## src/common/flash_host_params.svh

```systemverilog
// Constants for the parallel NOR flash host controller
`ifndef FLASH_HOST_PARAMS_SVH
`define FLASH_HOST_PARAMS_SVH

// ****************************************************************
// Flash geometry
// ****************************************************************
`define FL_ADDR_W        20
`define FL_DATA_W        8
`define SECTOR_MSB       19
`define SECTOR_LSB       16
`define GROUP_MSB        19
`define GROUP_LSB        17

// ****************************************************************
// Command cycles (defaults, must match the attached device)
// ****************************************************************
`define UNLOCK1_ADDR     20'h00001
`define UNLOCK1_DATA     8'h01
`define UNLOCK2_ADDR     20'h00002
`define UNLOCK2_DATA     8'h02
`define CMD_PROG         8'h10
`define CMD_AUTOSEL      8'h20
`define CMD_RESET        8'h30
`define NWR_PROG         3'h4
`define NWR_AUTOSEL      3'h3
`define NWR_RESET        3'h1

// ****************************************************************
// Timing, ns, and cycle counts at the system clock
// ****************************************************************
`define CLK_PERIOD_NS    10
`define T_SETUP_NS       20
`define T_WP_NS          50
`define T_WPH_NS         30
`define T_GAP_NS         20
`define T_ACC_NS         120
`define T_BUSY_NS        100
`define T_RP_NS          500
`define T_READY_NS       20000
`define CYC_UP(ns)       (((ns) + `CLK_PERIOD_NS - 1) / `CLK_PERIOD_NS)
`define SYNC_LAT         3
`define T_SETUP_CYC      `CYC_UP(`T_SETUP_NS)
`define T_WP_CYC         `CYC_UP(`T_WP_NS)
`define T_WPH_CYC        `CYC_UP(`T_WPH_NS)
`define T_GAP_CYC        `CYC_UP(`T_GAP_NS)
`define T_ACC_CYC        (`CYC_UP(`T_ACC_NS) + `SYNC_LAT)
`define T_BUSY_CYC       `CYC_UP(`T_BUSY_NS)
`define T_RP_CYC         `CYC_UP(`T_RP_NS)
`define T_READY_CYC      `CYC_UP(`T_READY_NS)
`define PROG_TIMEOUT_DEF 16'h7530

// ****************************************************************
// Register map and fields
// ****************************************************************
`define AVS_ADDR_W       5
`define REG_CTRL         5'h00
`define REG_ADDR         5'h04
`define REG_WDATA        5'h08
`define REG_STATUS       5'h0c
`define CTRL_OP_MSB      2
`define CTRL_OP_LSB      0
`define CTRL_HV_BIT      8
`define OP_NONE          3'h0
`define OP_READ          3'h1
`define OP_PROG          3'h2
`define OP_AUTOSEL       3'h3
`define OP_RESET         3'h4
`define OP_HWRST         3'h5
`define ST_BUSY_BIT      0
`define ST_ERR_BIT       1
`define ST_AUTOSEL_BIT   2
`define ST_READY_BIT     3
`define ST_SUPPLY_BIT    4
`define ST_HV_BIT        5
`define ST_RDATA_LSB     16
`define SYNC_W           10
`define SYNC_RB_BIT      8
`define SYNC_SUP_BIT     9

`endif

```

## src/common/flash_host_pkg.sv

```systemverilog
// Types for the parallel NOR flash host controller
package flash_host_pkg;
  `include "flash_host_params.svh"

  typedef enum logic [3:0] {
    ST_IDLE, ST_W_SETUP, ST_W_PULSE, ST_W_HOLD, ST_GAP,
    ST_R_ACC, ST_BUSY_DLY, ST_BUSY_WAIT, ST_HR_LOW, ST_HR_REC
  } host_st_t;

  typedef struct packed {
    host_st_t              st;
    logic [2:0]            op;
    logic [2:0]            step;
    logic [15:0]           cnt;
    logic [`FL_ADDR_W-1:0] addr;
    logic [`FL_DATA_W-1:0] wdata;
    logic [`FL_DATA_W-1:0] rdata;
    logic                  err;
    logic                  autosel;
    logic                  hv;
    logic [`FL_ADDR_W-1:0] pin_addr;
    logic                  ce_n;
    logic                  oe_n;
    logic                  we_n;
    logic [`FL_DATA_W-1:0] dq_o;
    logic                  dq_oe;
    logic                  rst_n;
    logic                  av_wait;
    logic [31:0]           av_rdata;
  } host_state_t;

  typedef struct packed {
    logic [`SYNC_W-1:0] s1;
    logic [`SYNC_W-1:0] s2;
    logic [`SYNC_W-1:0] s3;
    logic [`SYNC_W-1:0] q;
  } sync_state_t;
endpackage

```

## src/design/flash_host.sv

```systemverilog
// Host controller driving a byte-wide parallel NOR flash, Avalon-MM register slave
//
// The placing of the registers and the Avalon-MM slave port were left to the implementer.
`timescale 1ns/1ps
`default_nettype none
module flash_host
  import flash_host_pkg::*;
#(
  parameter logic [15:0] PROG_TIMEOUT_CYC = `PROG_TIMEOUT_DEF
)
(
  input  wire logic                   I_CLK,
  input  wire logic                   I_RST_N,
  input  wire logic [`AVS_ADDR_W-1:0] I_AVS_ADDRESS,
  input  wire logic                   I_AVS_READ,
  input  wire logic                   I_AVS_WRITE,
  input  wire logic [31:0]            I_AVS_WRITEDATA,
  output var  logic [31:0]            O_AVS_READDATA,
  output var  logic                   O_AVS_WAITREQUEST,
  output var  logic [`FL_ADDR_W-1:0]  O_FL_ADDR,
  output var  logic                   O_FL_CE_N,
  output var  logic                   O_FL_OE_N,
  output var  logic                   O_FL_WE_N,
  output var  logic [`FL_DATA_W-1:0]  O_FL_DQ_O,
  output var  logic                   O_FL_DQ_OE,
  input  wire logic [`FL_DATA_W-1:0]  I_FL_DQ,
  output var  logic                   O_FL_RESTART_N,
  output var  logic                   O_FL_RESTART_HV,
  input  wire logic                   I_READY_BUSY_N,
  input  wire logic                   I_SUPPLY_OK
);
  host_state_t             r;
  host_state_t             n;
  logic [`SYNC_W-1:0]      pins_q;
  logic [`FL_DATA_W-1:0]   dq_q;
  logic                    ready_q;
  logic                    supply_q;
  logic                    wr_take;
  logic                    ctrl_wr;
  logic [2:0]              op_req;

  // ****************************************************************
  // Pin inputs
  // ****************************************************************
  pin_sync u_sync (
    .i_clk   (I_CLK),
    .i_rst_n (I_RST_N),
    .i_pins  ({I_SUPPLY_OK, I_READY_BUSY_N, I_FL_DQ}),
    .o_pins  (pins_q)
  );

  assign dq_q     = pins_q[`FL_DATA_W-1:0];
  assign ready_q  = pins_q[`SYNC_RB_BIT];
  assign supply_q = pins_q[`SYNC_SUP_BIT];

  // ****************************************************************
  // Command cycle tables
  // ****************************************************************
  function automatic logic [2:0] nwr(input logic [2:0] op);
    logic [2:0] v;
    v = 3'h0;
    unique case (op)
      `OP_PROG:    v = `NWR_PROG;
      `OP_AUTOSEL: v = `NWR_AUTOSEL;
      `OP_RESET:   v = `NWR_RESET;
      default:     v = 3'h0;
    endcase
    return v;
  endfunction

  // Unlock pair, then command, then target cycle for a program; a reset is one target cycle
  function automatic logic [`FL_ADDR_W-1:0] step_addr(
    input logic [2:0]            op,
    input logic [2:0]            step,
    input logic [`FL_ADDR_W-1:0] tgt
  );
    logic [`FL_ADDR_W-1:0] a;
    a = tgt;
    if (op != `OP_RESET)
    begin
      unique case (step)
        3'h0:    a = `UNLOCK1_ADDR;
        3'h1:    a = `UNLOCK2_ADDR;
        3'h2:    a = `UNLOCK1_ADDR;
        default: a = tgt;
      endcase
    end
    return a;
  endfunction

  function automatic logic [`FL_DATA_W-1:0] step_data(
    input logic [2:0]            op,
    input logic [2:0]            step,
    input logic [`FL_DATA_W-1:0] wd
  );
    logic [`FL_DATA_W-1:0] d;
    d = wd;
    if (op == `OP_RESET)
      d = `CMD_RESET;
    else
    begin
      unique case (step)
        3'h0:    d = `UNLOCK1_DATA;
        3'h1:    d = `UNLOCK2_DATA;
        3'h2:    d = (op == `OP_PROG) ? `CMD_PROG : `CMD_AUTOSEL;
        default: d = wd;
      endcase
    end
    return d;
  endfunction

  // ****************************************************************
  // Register bus decode
  // ****************************************************************
  assign wr_take = I_AVS_WRITE && !r.av_wait;
  assign ctrl_wr = wr_take && (I_AVS_ADDRESS == `REG_CTRL);
  assign op_req  = I_AVS_WRITEDATA[`CTRL_OP_MSB:`CTRL_OP_LSB];

  function automatic logic [31:0] read_mux(
    input host_state_t           s,
    input logic [`AVS_ADDR_W-1:0] a,
    input logic                  rdy,
    input logic                  sup
  );
    logic [31:0] v;
    v = 32'h0000_0000;
    unique case (a)
      `REG_CTRL:
      begin
        v[`CTRL_OP_MSB:`CTRL_OP_LSB] = s.op;
        v[`CTRL_HV_BIT]              = s.hv;
      end
      `REG_ADDR:  v[`FL_ADDR_W-1:0] = s.addr;
      `REG_WDATA: v[`FL_DATA_W-1:0] = s.wdata;
      `REG_STATUS:
      begin
        v[`ST_BUSY_BIT]    = (s.st != ST_IDLE);
        v[`ST_ERR_BIT]     = s.err;
        v[`ST_AUTOSEL_BIT] = s.autosel;
        v[`ST_READY_BIT]   = rdy;
        v[`ST_SUPPLY_BIT]  = sup;
        v[`ST_HV_BIT]      = s.hv;
        v[`ST_RDATA_LSB +: `FL_DATA_W] = s.rdata;
      end
      default:    v = 32'h0000_0000;
    endcase
    return v;
  endfunction

  // ****************************************************************
  // Next state
  // ****************************************************************
  always_comb
  begin
    n = r;

    // Waitrequest drops for exactly one cycle per request
    n.av_wait = 1'b1;
    if ((I_AVS_READ || I_AVS_WRITE) && r.av_wait)
    begin
      n.av_wait  = 1'b0;
      n.av_rdata = read_mux(r, I_AVS_ADDRESS, ready_q, supply_q);
    end

    if (r.cnt != 16'h0000)
      n.cnt = r.cnt - 16'h0001;

    // Temporary unprotect level follows software at any time
    if (ctrl_wr)
      n.hv = I_AVS_WRITEDATA[`CTRL_HV_BIT];

    unique case (r.st)
      ST_IDLE:
      begin
        if (wr_take && (I_AVS_ADDRESS == `REG_ADDR))
          n.addr = I_AVS_WRITEDATA[`FL_ADDR_W-1:0];
        if (wr_take && (I_AVS_ADDRESS == `REG_WDATA))
          n.wdata = I_AVS_WRITEDATA[`FL_DATA_W-1:0];
        if (ctrl_wr && (op_req != `OP_NONE))
        begin
          if (!supply_q && (op_req != `OP_HWRST))
            n.err = 1'b1;
          else
          begin
            n.err  = 1'b0;
            n.op   = op_req;
            n.step = 3'h0;
            if (op_req == `OP_READ)
            begin
              // Plain reads in autoselect mode return ID codes
              n.st       = ST_R_ACC;
              n.pin_addr = r.addr;
              n.ce_n     = 1'b0;
              n.oe_n     = 1'b0;
              n.cnt      = 16'(`T_ACC_CYC);
            end
            else if (op_req == `OP_HWRST)
            begin
              n.st    = ST_HR_LOW;
              n.rst_n = 1'b0;
              n.cnt   = 16'(`T_RP_CYC);
            end
            else if (nwr(op_req) != 3'h0)
            begin
              n.st       = ST_W_SETUP;
              n.pin_addr = step_addr(op_req, 3'h0, r.addr);
              n.dq_o     = step_data(op_req, 3'h0, r.wdata);
              n.dq_oe    = 1'b1;
              n.ce_n     = 1'b0;
              n.oe_n     = 1'b1;
              n.cnt      = 16'(`T_SETUP_CYC);
            end
            else
              n.err = 1'b1;
          end
        end
      end

      ST_W_SETUP:
      begin
        // Address stable before the later falling strobe
        if (r.cnt == 16'h0000)
        begin
          n.we_n = 1'b0;
          n.st   = ST_W_PULSE;
          n.cnt  = 16'(`T_WP_CYC);
        end
      end

      ST_W_PULSE:
      begin
        if (r.cnt == 16'h0000)
        begin
          n.we_n = 1'b1;
          n.st   = ST_W_HOLD;
          n.cnt  = 16'(`T_WPH_CYC);
        end
      end

      ST_W_HOLD:
      begin
        // Data held past the rising strobe, then bus released
        if (r.cnt == 16'h0000)
        begin
          n.ce_n  = 1'b1;
          n.dq_oe = 1'b0;
          n.step  = r.step + 3'h1;
          n.st    = ST_GAP;
          n.cnt   = 16'(`T_GAP_CYC);
        end
      end

      ST_GAP:
      begin
        if (r.cnt == 16'h0000)
        begin
          if (r.step < nwr(r.op))
          begin
            n.st       = ST_W_SETUP;
            n.pin_addr = step_addr(r.op, r.step, r.addr);
            n.dq_o     = step_data(r.op, r.step, r.wdata);
            n.dq_oe    = 1'b1;
            n.ce_n     = 1'b0;
            n.cnt      = 16'(`T_SETUP_CYC);
          end
          else if (r.op == `OP_PROG)
          begin
            n.st  = ST_BUSY_DLY;
            n.cnt = 16'(`T_BUSY_CYC);
          end
          else if (r.op == `OP_AUTOSEL)
          begin
            n.autosel  = 1'b1;
            n.st       = ST_R_ACC;
            n.pin_addr = r.addr;
            n.ce_n     = 1'b0;
            n.oe_n     = 1'b0;
            n.cnt      = 16'(`T_ACC_CYC);
          end
          else
          begin
            n.autosel = 1'b0;
            n.st      = ST_IDLE;
          end
        end
      end

      ST_BUSY_DLY:
      begin
        if (r.cnt == 16'h0000)
        begin
          n.st  = ST_BUSY_WAIT;
          n.cnt = PROG_TIMEOUT_CYC;
        end
      end

      ST_BUSY_WAIT:
      begin
        // No commands are sent while the device programs
        if (ready_q)
        begin
          n.st       = ST_R_ACC;
          n.pin_addr = r.addr;
          n.ce_n     = 1'b0;
          n.oe_n     = 1'b0;
          n.cnt      = 16'(`T_ACC_CYC);
        end
        else if (r.cnt == 16'h0000)
        begin
          // Software must follow with a reset command
          n.err = 1'b1;
          n.st  = ST_IDLE;
        end
      end

      ST_R_ACC:
      begin
        if (r.cnt == 16'h0000)
        begin
          n.rdata = dq_q;
          n.ce_n  = 1'b1;
          n.oe_n  = 1'b1;
          n.st    = ST_IDLE;
          // Verify catches a refused group or a zero that stayed zero
          if ((r.op == `OP_PROG) && (dq_q != r.wdata))
            n.err = 1'b1;
        end
      end

      ST_HR_LOW:
      begin
        if (r.cnt == 16'h0000)
        begin
          n.rst_n   = 1'b1;
          n.autosel = 1'b0;
          n.st      = ST_HR_REC;
          n.cnt     = 16'(`T_READY_CYC);
        end
      end

      ST_HR_REC:
      begin
        if (r.cnt == 16'h0000)
          n.st = ST_IDLE;
      end
    endcase
  end

  // ****************************************************************
  // State register
  // ****************************************************************
  always_ff @(posedge I_CLK or negedge I_RST_N)
  begin
    if (!I_RST_N)
    begin
      r         <= '0;
      r.st      <= ST_IDLE;
      r.ce_n    <= 1'b1;
      r.oe_n    <= 1'b1;
      r.we_n    <= 1'b1;
      r.rst_n   <= 1'b1;
      r.av_wait <= 1'b1;
    end
    else
      r <= n;
  end

  // ****************************************************************
  // Outputs
  // ****************************************************************
  assign O_AVS_READDATA    = r.av_rdata;
  assign O_AVS_WAITREQUEST = r.av_wait;
  assign O_FL_ADDR         = r.pin_addr;
  assign O_FL_CE_N         = r.ce_n;
  assign O_FL_OE_N         = r.oe_n;
  assign O_FL_WE_N         = r.we_n;
  assign O_FL_DQ_O         = r.dq_o;
  assign O_FL_DQ_OE        = r.dq_oe;
  assign O_FL_RESTART_N    = r.rst_n;
  assign O_FL_RESTART_HV   = r.hv;
endmodule
`default_nettype wire

```

## src/design/pin_sync.sv

```systemverilog
// Three-stage pin synchroniser with agreement filter
`timescale 1ns/1ps
`default_nettype none
module pin_sync
  import flash_host_pkg::*;
(
  input  wire logic               i_clk,
  input  wire logic               i_rst_n,
  input  wire logic [`SYNC_W-1:0] i_pins,
  output var  logic [`SYNC_W-1:0] o_pins
);
  sync_state_t r;
  sync_state_t n;

  // A bit changes only once stages two and three agree
  always_comb
  begin
    n    = r;
    n.s1 = i_pins;
    n.s2 = r.s1;
    n.s3 = r.s2;
    n.q  = (~(r.s2 ^ r.s3) & r.s3) | ((r.s2 ^ r.s3) & r.q);
  end

  always_ff @(posedge i_clk or negedge i_rst_n)
  begin
    if (!i_rst_n)
      r <= '0;
    else
      r <= n;
  end

  assign o_pins = r.q;
endmodule
`default_nettype wire

```

## config.mk

```make
export PLATFORM = sky130hd
export DESIGN_NAME = flash_host
export DESIGN_NICKNAME = d
export VERILOG_FILES = /design/src/common/flash_host_pkg.sv /design/src/design/flash_host.sv /design/src/design/pin_sync.sv
export VERILOG_INCLUDE_DIRS = /design/src /design/src/common
export SDC_FILE = /design/constraint.sdc
export NUM_CORES = 1
export LEC_CHECK = 0
export ABC_AREA = 1
export BUFFER_PORTS_ARGS = -buffer_cell sky130_fd_sc_hd__clkbuf_2
export CORE_MARGIN = 2
export CORE_UTILIZATION = 63
export CTS_CLUSTER_SIZE = 12
export DETAILED_ROUTE_END_ITERATION = 6
export PLACE_DENSITY = 0.86
export SLEW_MARGIN = 10
export SYNTH_ARGS = -nofsm -noshare
export SYNTH_HDL_FRONTEND = slang
export SYNTH_SLANG_ARGS = --single-unit
```

## constraint.sdc

```tcl
create_clock -name I_CLK -period 3.2 [get_ports I_CLK]
set_input_delay 0.48 -clock I_CLK [delete_from_list [all_inputs] [get_ports I_CLK]]
set_output_delay 0.48 -clock I_CLK [all_outputs]
set_load 0.05 [all_outputs]
```

==> out/qor.tcl <==
set qor(status) {complete, no violations}
set qor(area_growth_pct) 9.59
set qor(place_area_um2) 9510
set qor(netlist.area_leader.share_pct) 42.7
set qor(num_cts_buffers) 17
set qor(insertedDiodeCount) 0
set qor(period_share_pct) 82.9
set qor(grt_usage_pct) 32.0
set qor(grt_met2_usage_pct) 49.9
set qor(maximum_resistive_drop_on_vdd_v) 0.000546
set qor(cell_row_count) 44
set qor(power_density_over_cell_area_nw_per_um2) 668
set qor(grt_most_used_layer) {met2}
set qor(rsz0062_at_grt) {false}
set qor(gp_congestion) 0.971
set qor(syn-mean-instance-area_um2) 7.58
set qor(design_power_total_mw) 6.79
set qor(max-cap-violations) 0
set qor(placement.io_buffers) 97
set qor(met3_usage_pct) 5.65
set qor(synth-edff-count) 0
set qor(setup_ws_ns) 0.546
set qor(fp.dieH_um) 125
set qor(worst_setup_path_end_kind) {register}
set qor(setup.worst_path.class) {reg -> reg}
set qor(grtUsageMet1_pct) 44.9
set qor(antenna_found_initial) 0
set qor(post_drt_wl_per_cell_um) 16.5
set qor(power_switching_share_pct) 39.8
set qor(hold-worst-slack_ns) 0.140
set qor(design_area_um2) 10200
set qor(ys.warnings.count) 0
set qor(hold_viol) 0
set qor(pre_cts_ws_ns) 0.641
set qor(setup_bufs_post_cts) 0
set qor(synth_cell_type_count) 43
set qor(critPathLaunchType) {register}
set qor(ys_ff_latch) 163
set qor(grt_first_pass_wirelength_um) 40500
set qor(clock_insertion_delay_worst_skew_ns) 0.44
set qor(timing.max_slew.rel_slack_pct) 50.3
set qor(setup-tns-final_ns) 0
set qor(p_sw_mw) 2.70
set qor(floorplan.core_area_um2) 14500
set qor(layout.cells.non_filler) 1462
set qor(clkTransAtPathRegs_ns) 0.08
set qor(post_drt_via_cell_ratio) 5.74
set qor(hpwl_um) 16900
set qor(synth_top_cell_by_area) {sky130_fd_sc_hd__dfrtp_1}
set qor(final_core_utilization_pct) 70.1
set qor(cts_htree_levels) 4
set qor(post_cts.resized_instances) 0
set qor(worstPathRequired_ns) 3.58
set qor(synthesis.instances) 1222
set qor(grt_pass1_vias) 8000
set qor(finalMaxSlewViolations) 0
set qor(timing.critical_path.arrival_ns) 3.03
set qor(max_freq_mhz) 377
set qor(post-place-cells) 1429
set qor(cells_taking_the_most_area_after_synthesis) {sky130_fd_sc_hd__dfrtp_1, sky130_fd_sc_hd__nand2_1, sky130_fd_sc_hd__buf_4}
set qor(tritoncts) {built}
set qor(synth_area_um2) 9270
set qor(clock_sinks) 163
set qor(vias) 8385
set qor(tightest_slew_ns) 0.745
set qor(sequential_power_share_pct) 38.6
set qor(hp-class) {in -> reg}
set qor(drc) 0
set qor(finalSetupViolCount) 0
set qor(ys_async_sr_fraction_pct) 100
set qor(fp.dieW_um) 125
set qor(synth-main-ff-cell) {sky130_fd_sc_hd__dfrtp_1}
set qor(cell_internal_pwr_mw) 4.08
set qor(pwr-share-comb_pct) 29.9
set qor(leak_pwr_nw) 5.19
set qor(grt_max_degree) 58
set qor(firstDrtPassIters) 6
set qor(floorplan.initialDensity_pct) 64.0
set qor(first_iter_violations) 984
set qor(clk_root_buffer_cell) {sky130_fd_sc_hd__clkbuf_16}
set qor(pin_count) 118
set qor(die_area_um2) 15700
set qor(design.final.nets) 1326
set qor(post_route_cells_drive_above_1_share_pct) 16.3
set qor(postRouteWirelength_um) 24200
set qor(fin_skew_ns) 0.0143
set qor(worstPathMaxFanout) 21
set qor(overflow) 0
set qor(clock_tree.buffer_depth) 2
set qor(share_clk_of_total_power_pct) 31.6
set qor(finalCriticalPeriod_ns) 2.65
set qor(seq_total_area_yosys_pct) 44.1
set qor(antenna_violating_nets_post_route) 0
set qor(cts_hold_repair.buffers) 1
layout by cell type, fill, tap and decap left out, drive strengths merged, types with 2 or more instances in the layout:
cell type | Yosys | routed
o31ai | 9 | 9
a21oi | 38 | 38
xnor2 | 6 | 6
a22oi | 2 | 2
o211ai | 22 | 22
a31oi | 3 | 3
mux2 | 3 | 3
or2 | 5 | 5
nand2 | 383 | 383
conb | 1 | 8
o21ai | 99 | 99
ha | 10 | 10
clkbuf | 20 | 113
nand3 | 84 | 84
xor2 | 6 | 6
buf | 77 | 17
o22ai | 2 | 2
nand4 | 22 | 22
dfrtp | 158 | 158
dfstp | 5 | 5
clkinv | 2 | 8
nand3b | 4 | 4
nor2 | 116 | 116
inv | 121 | 128
maj3 | 10 | 10
nor3 | 9 | 9
area by class of cell:
| type | instances | area [um2] |
|---|---|---|
| fillers | 1187 | 4320 |
| clock inverters | 15 | 206 |
| flip-flops and latches | 163 | 4090 |
| inverters | 123 | 462 |
| clock buffers | 17 | 425 |
| repair buffers | 114 | 634 |
| multi-input cells | 846 | 4110 |
| well taps | 184 | 230 |
synthesized netlist by cell type, drive strengths merged (5+ instances only):
master  instances
xor2            6
nand3          84
ha             10
nand2         383
or2             5
o211ai         22
nand4          22
maj3           10
o31ai           9
a21oi          38
inv           121
nor2          116
buf            77
dfstp           5
dfrtp         158
clkbuf         20
nor3            9
xnor2           6
o21ai          99
worst max-delay path, cell delays in order (launching register included):
cell and delay (ns):
sky130_fd_sc_hd__dfrtp_1 0.45, sky130_fd_sc_hd__inv_1 0.06, sky130_fd_sc_hd__nor2_1 0.16, sky130_fd_sc_hd__inv_1 0.08
sky130_fd_sc_hd__nor2_1 0.16, sky130_fd_sc_hd__inv_1 0.11, sky130_fd_sc_hd__ha_1 0.31, sky130_fd_sc_hd__a21oi_1 0.18
sky130_fd_sc_hd__a21boi_2 0.30, sky130_fd_sc_hd__nor2_1 0.10, sky130_fd_sc_hd__inv_1 0.08, sky130_fd_sc_hd__nand2_1 0.06
sky130_fd_sc_hd__nor2_2 0.10, sky130_fd_sc_hd__buf_4 0.26, sky130_fd_sc_hd__nand2_1 0.12, sky130_fd_sc_hd__nand2_1 0.07
metal layers:
layer / routed length (um) / part of all wire, %
met1: 10100 / 42
met2: 11200 / 46
met3: 2090 / 8.6
met4: 761 / 3.1
met5: 0 / 0
sequential cells by signal, indices dropped and copies added (netlist names), 8 cells and up, named ones only:
signal          flops
u_sync.r           10
r                  64
O_AVS_READDATA     24
O_FL_ADDR          20
O_FL_DQ_O           8
u_sync.n           20
logic make-up after synthesis:
kind of cell	Yosys count	synth area share, %
AND/OR/NAND/NOR	623	28.8
buffers and inverters	220	11.9
AO/OA/AOI/OAI	179	11.2
flip-flops	163	44.1
adder cells (fa/ha/maj)	20	2.43
XOR/XNOR	12	1.13
multiplexers	4	0.473
other	1	0.0405
power by group through the flow:
stage          combinational, mW  clock (mW)  sequential (mW)
2_1_floorplan               1.56           0             2.65
3_3_place_gp                1.94           0             2.63
3_5_place_dp                1.98           0             2.65
4_1_cts                     2.01        2.15             2.61
5_1_grt                     2.26        2.25             2.65
6_report                    2.03        2.14             2.62
final timing paths:
kind / start / to / slack, ns / cells past startpoint
setup / recovery: r[125] / O_FL_ADDR[12] / 0.55 / 15
hold / removal: I_FL_DQ[5] / u_sync.n[25] / 0.14 / 1
setup reg to reg: r[125] / O_FL_ADDR[12] / 0.55 / 15
hold reg to reg: u_sync.n[28] / u_sync.n[18] / 0.34 / 0
max in group asynchronous: I_RST_N / O_AVS_WAITREQUEST / 1.78 / 3
min in group asynchronous: I_RST_N / u_sync.n[28] / 0.54 / 2
Note: power is estimated with default switching activity, not from simulation.
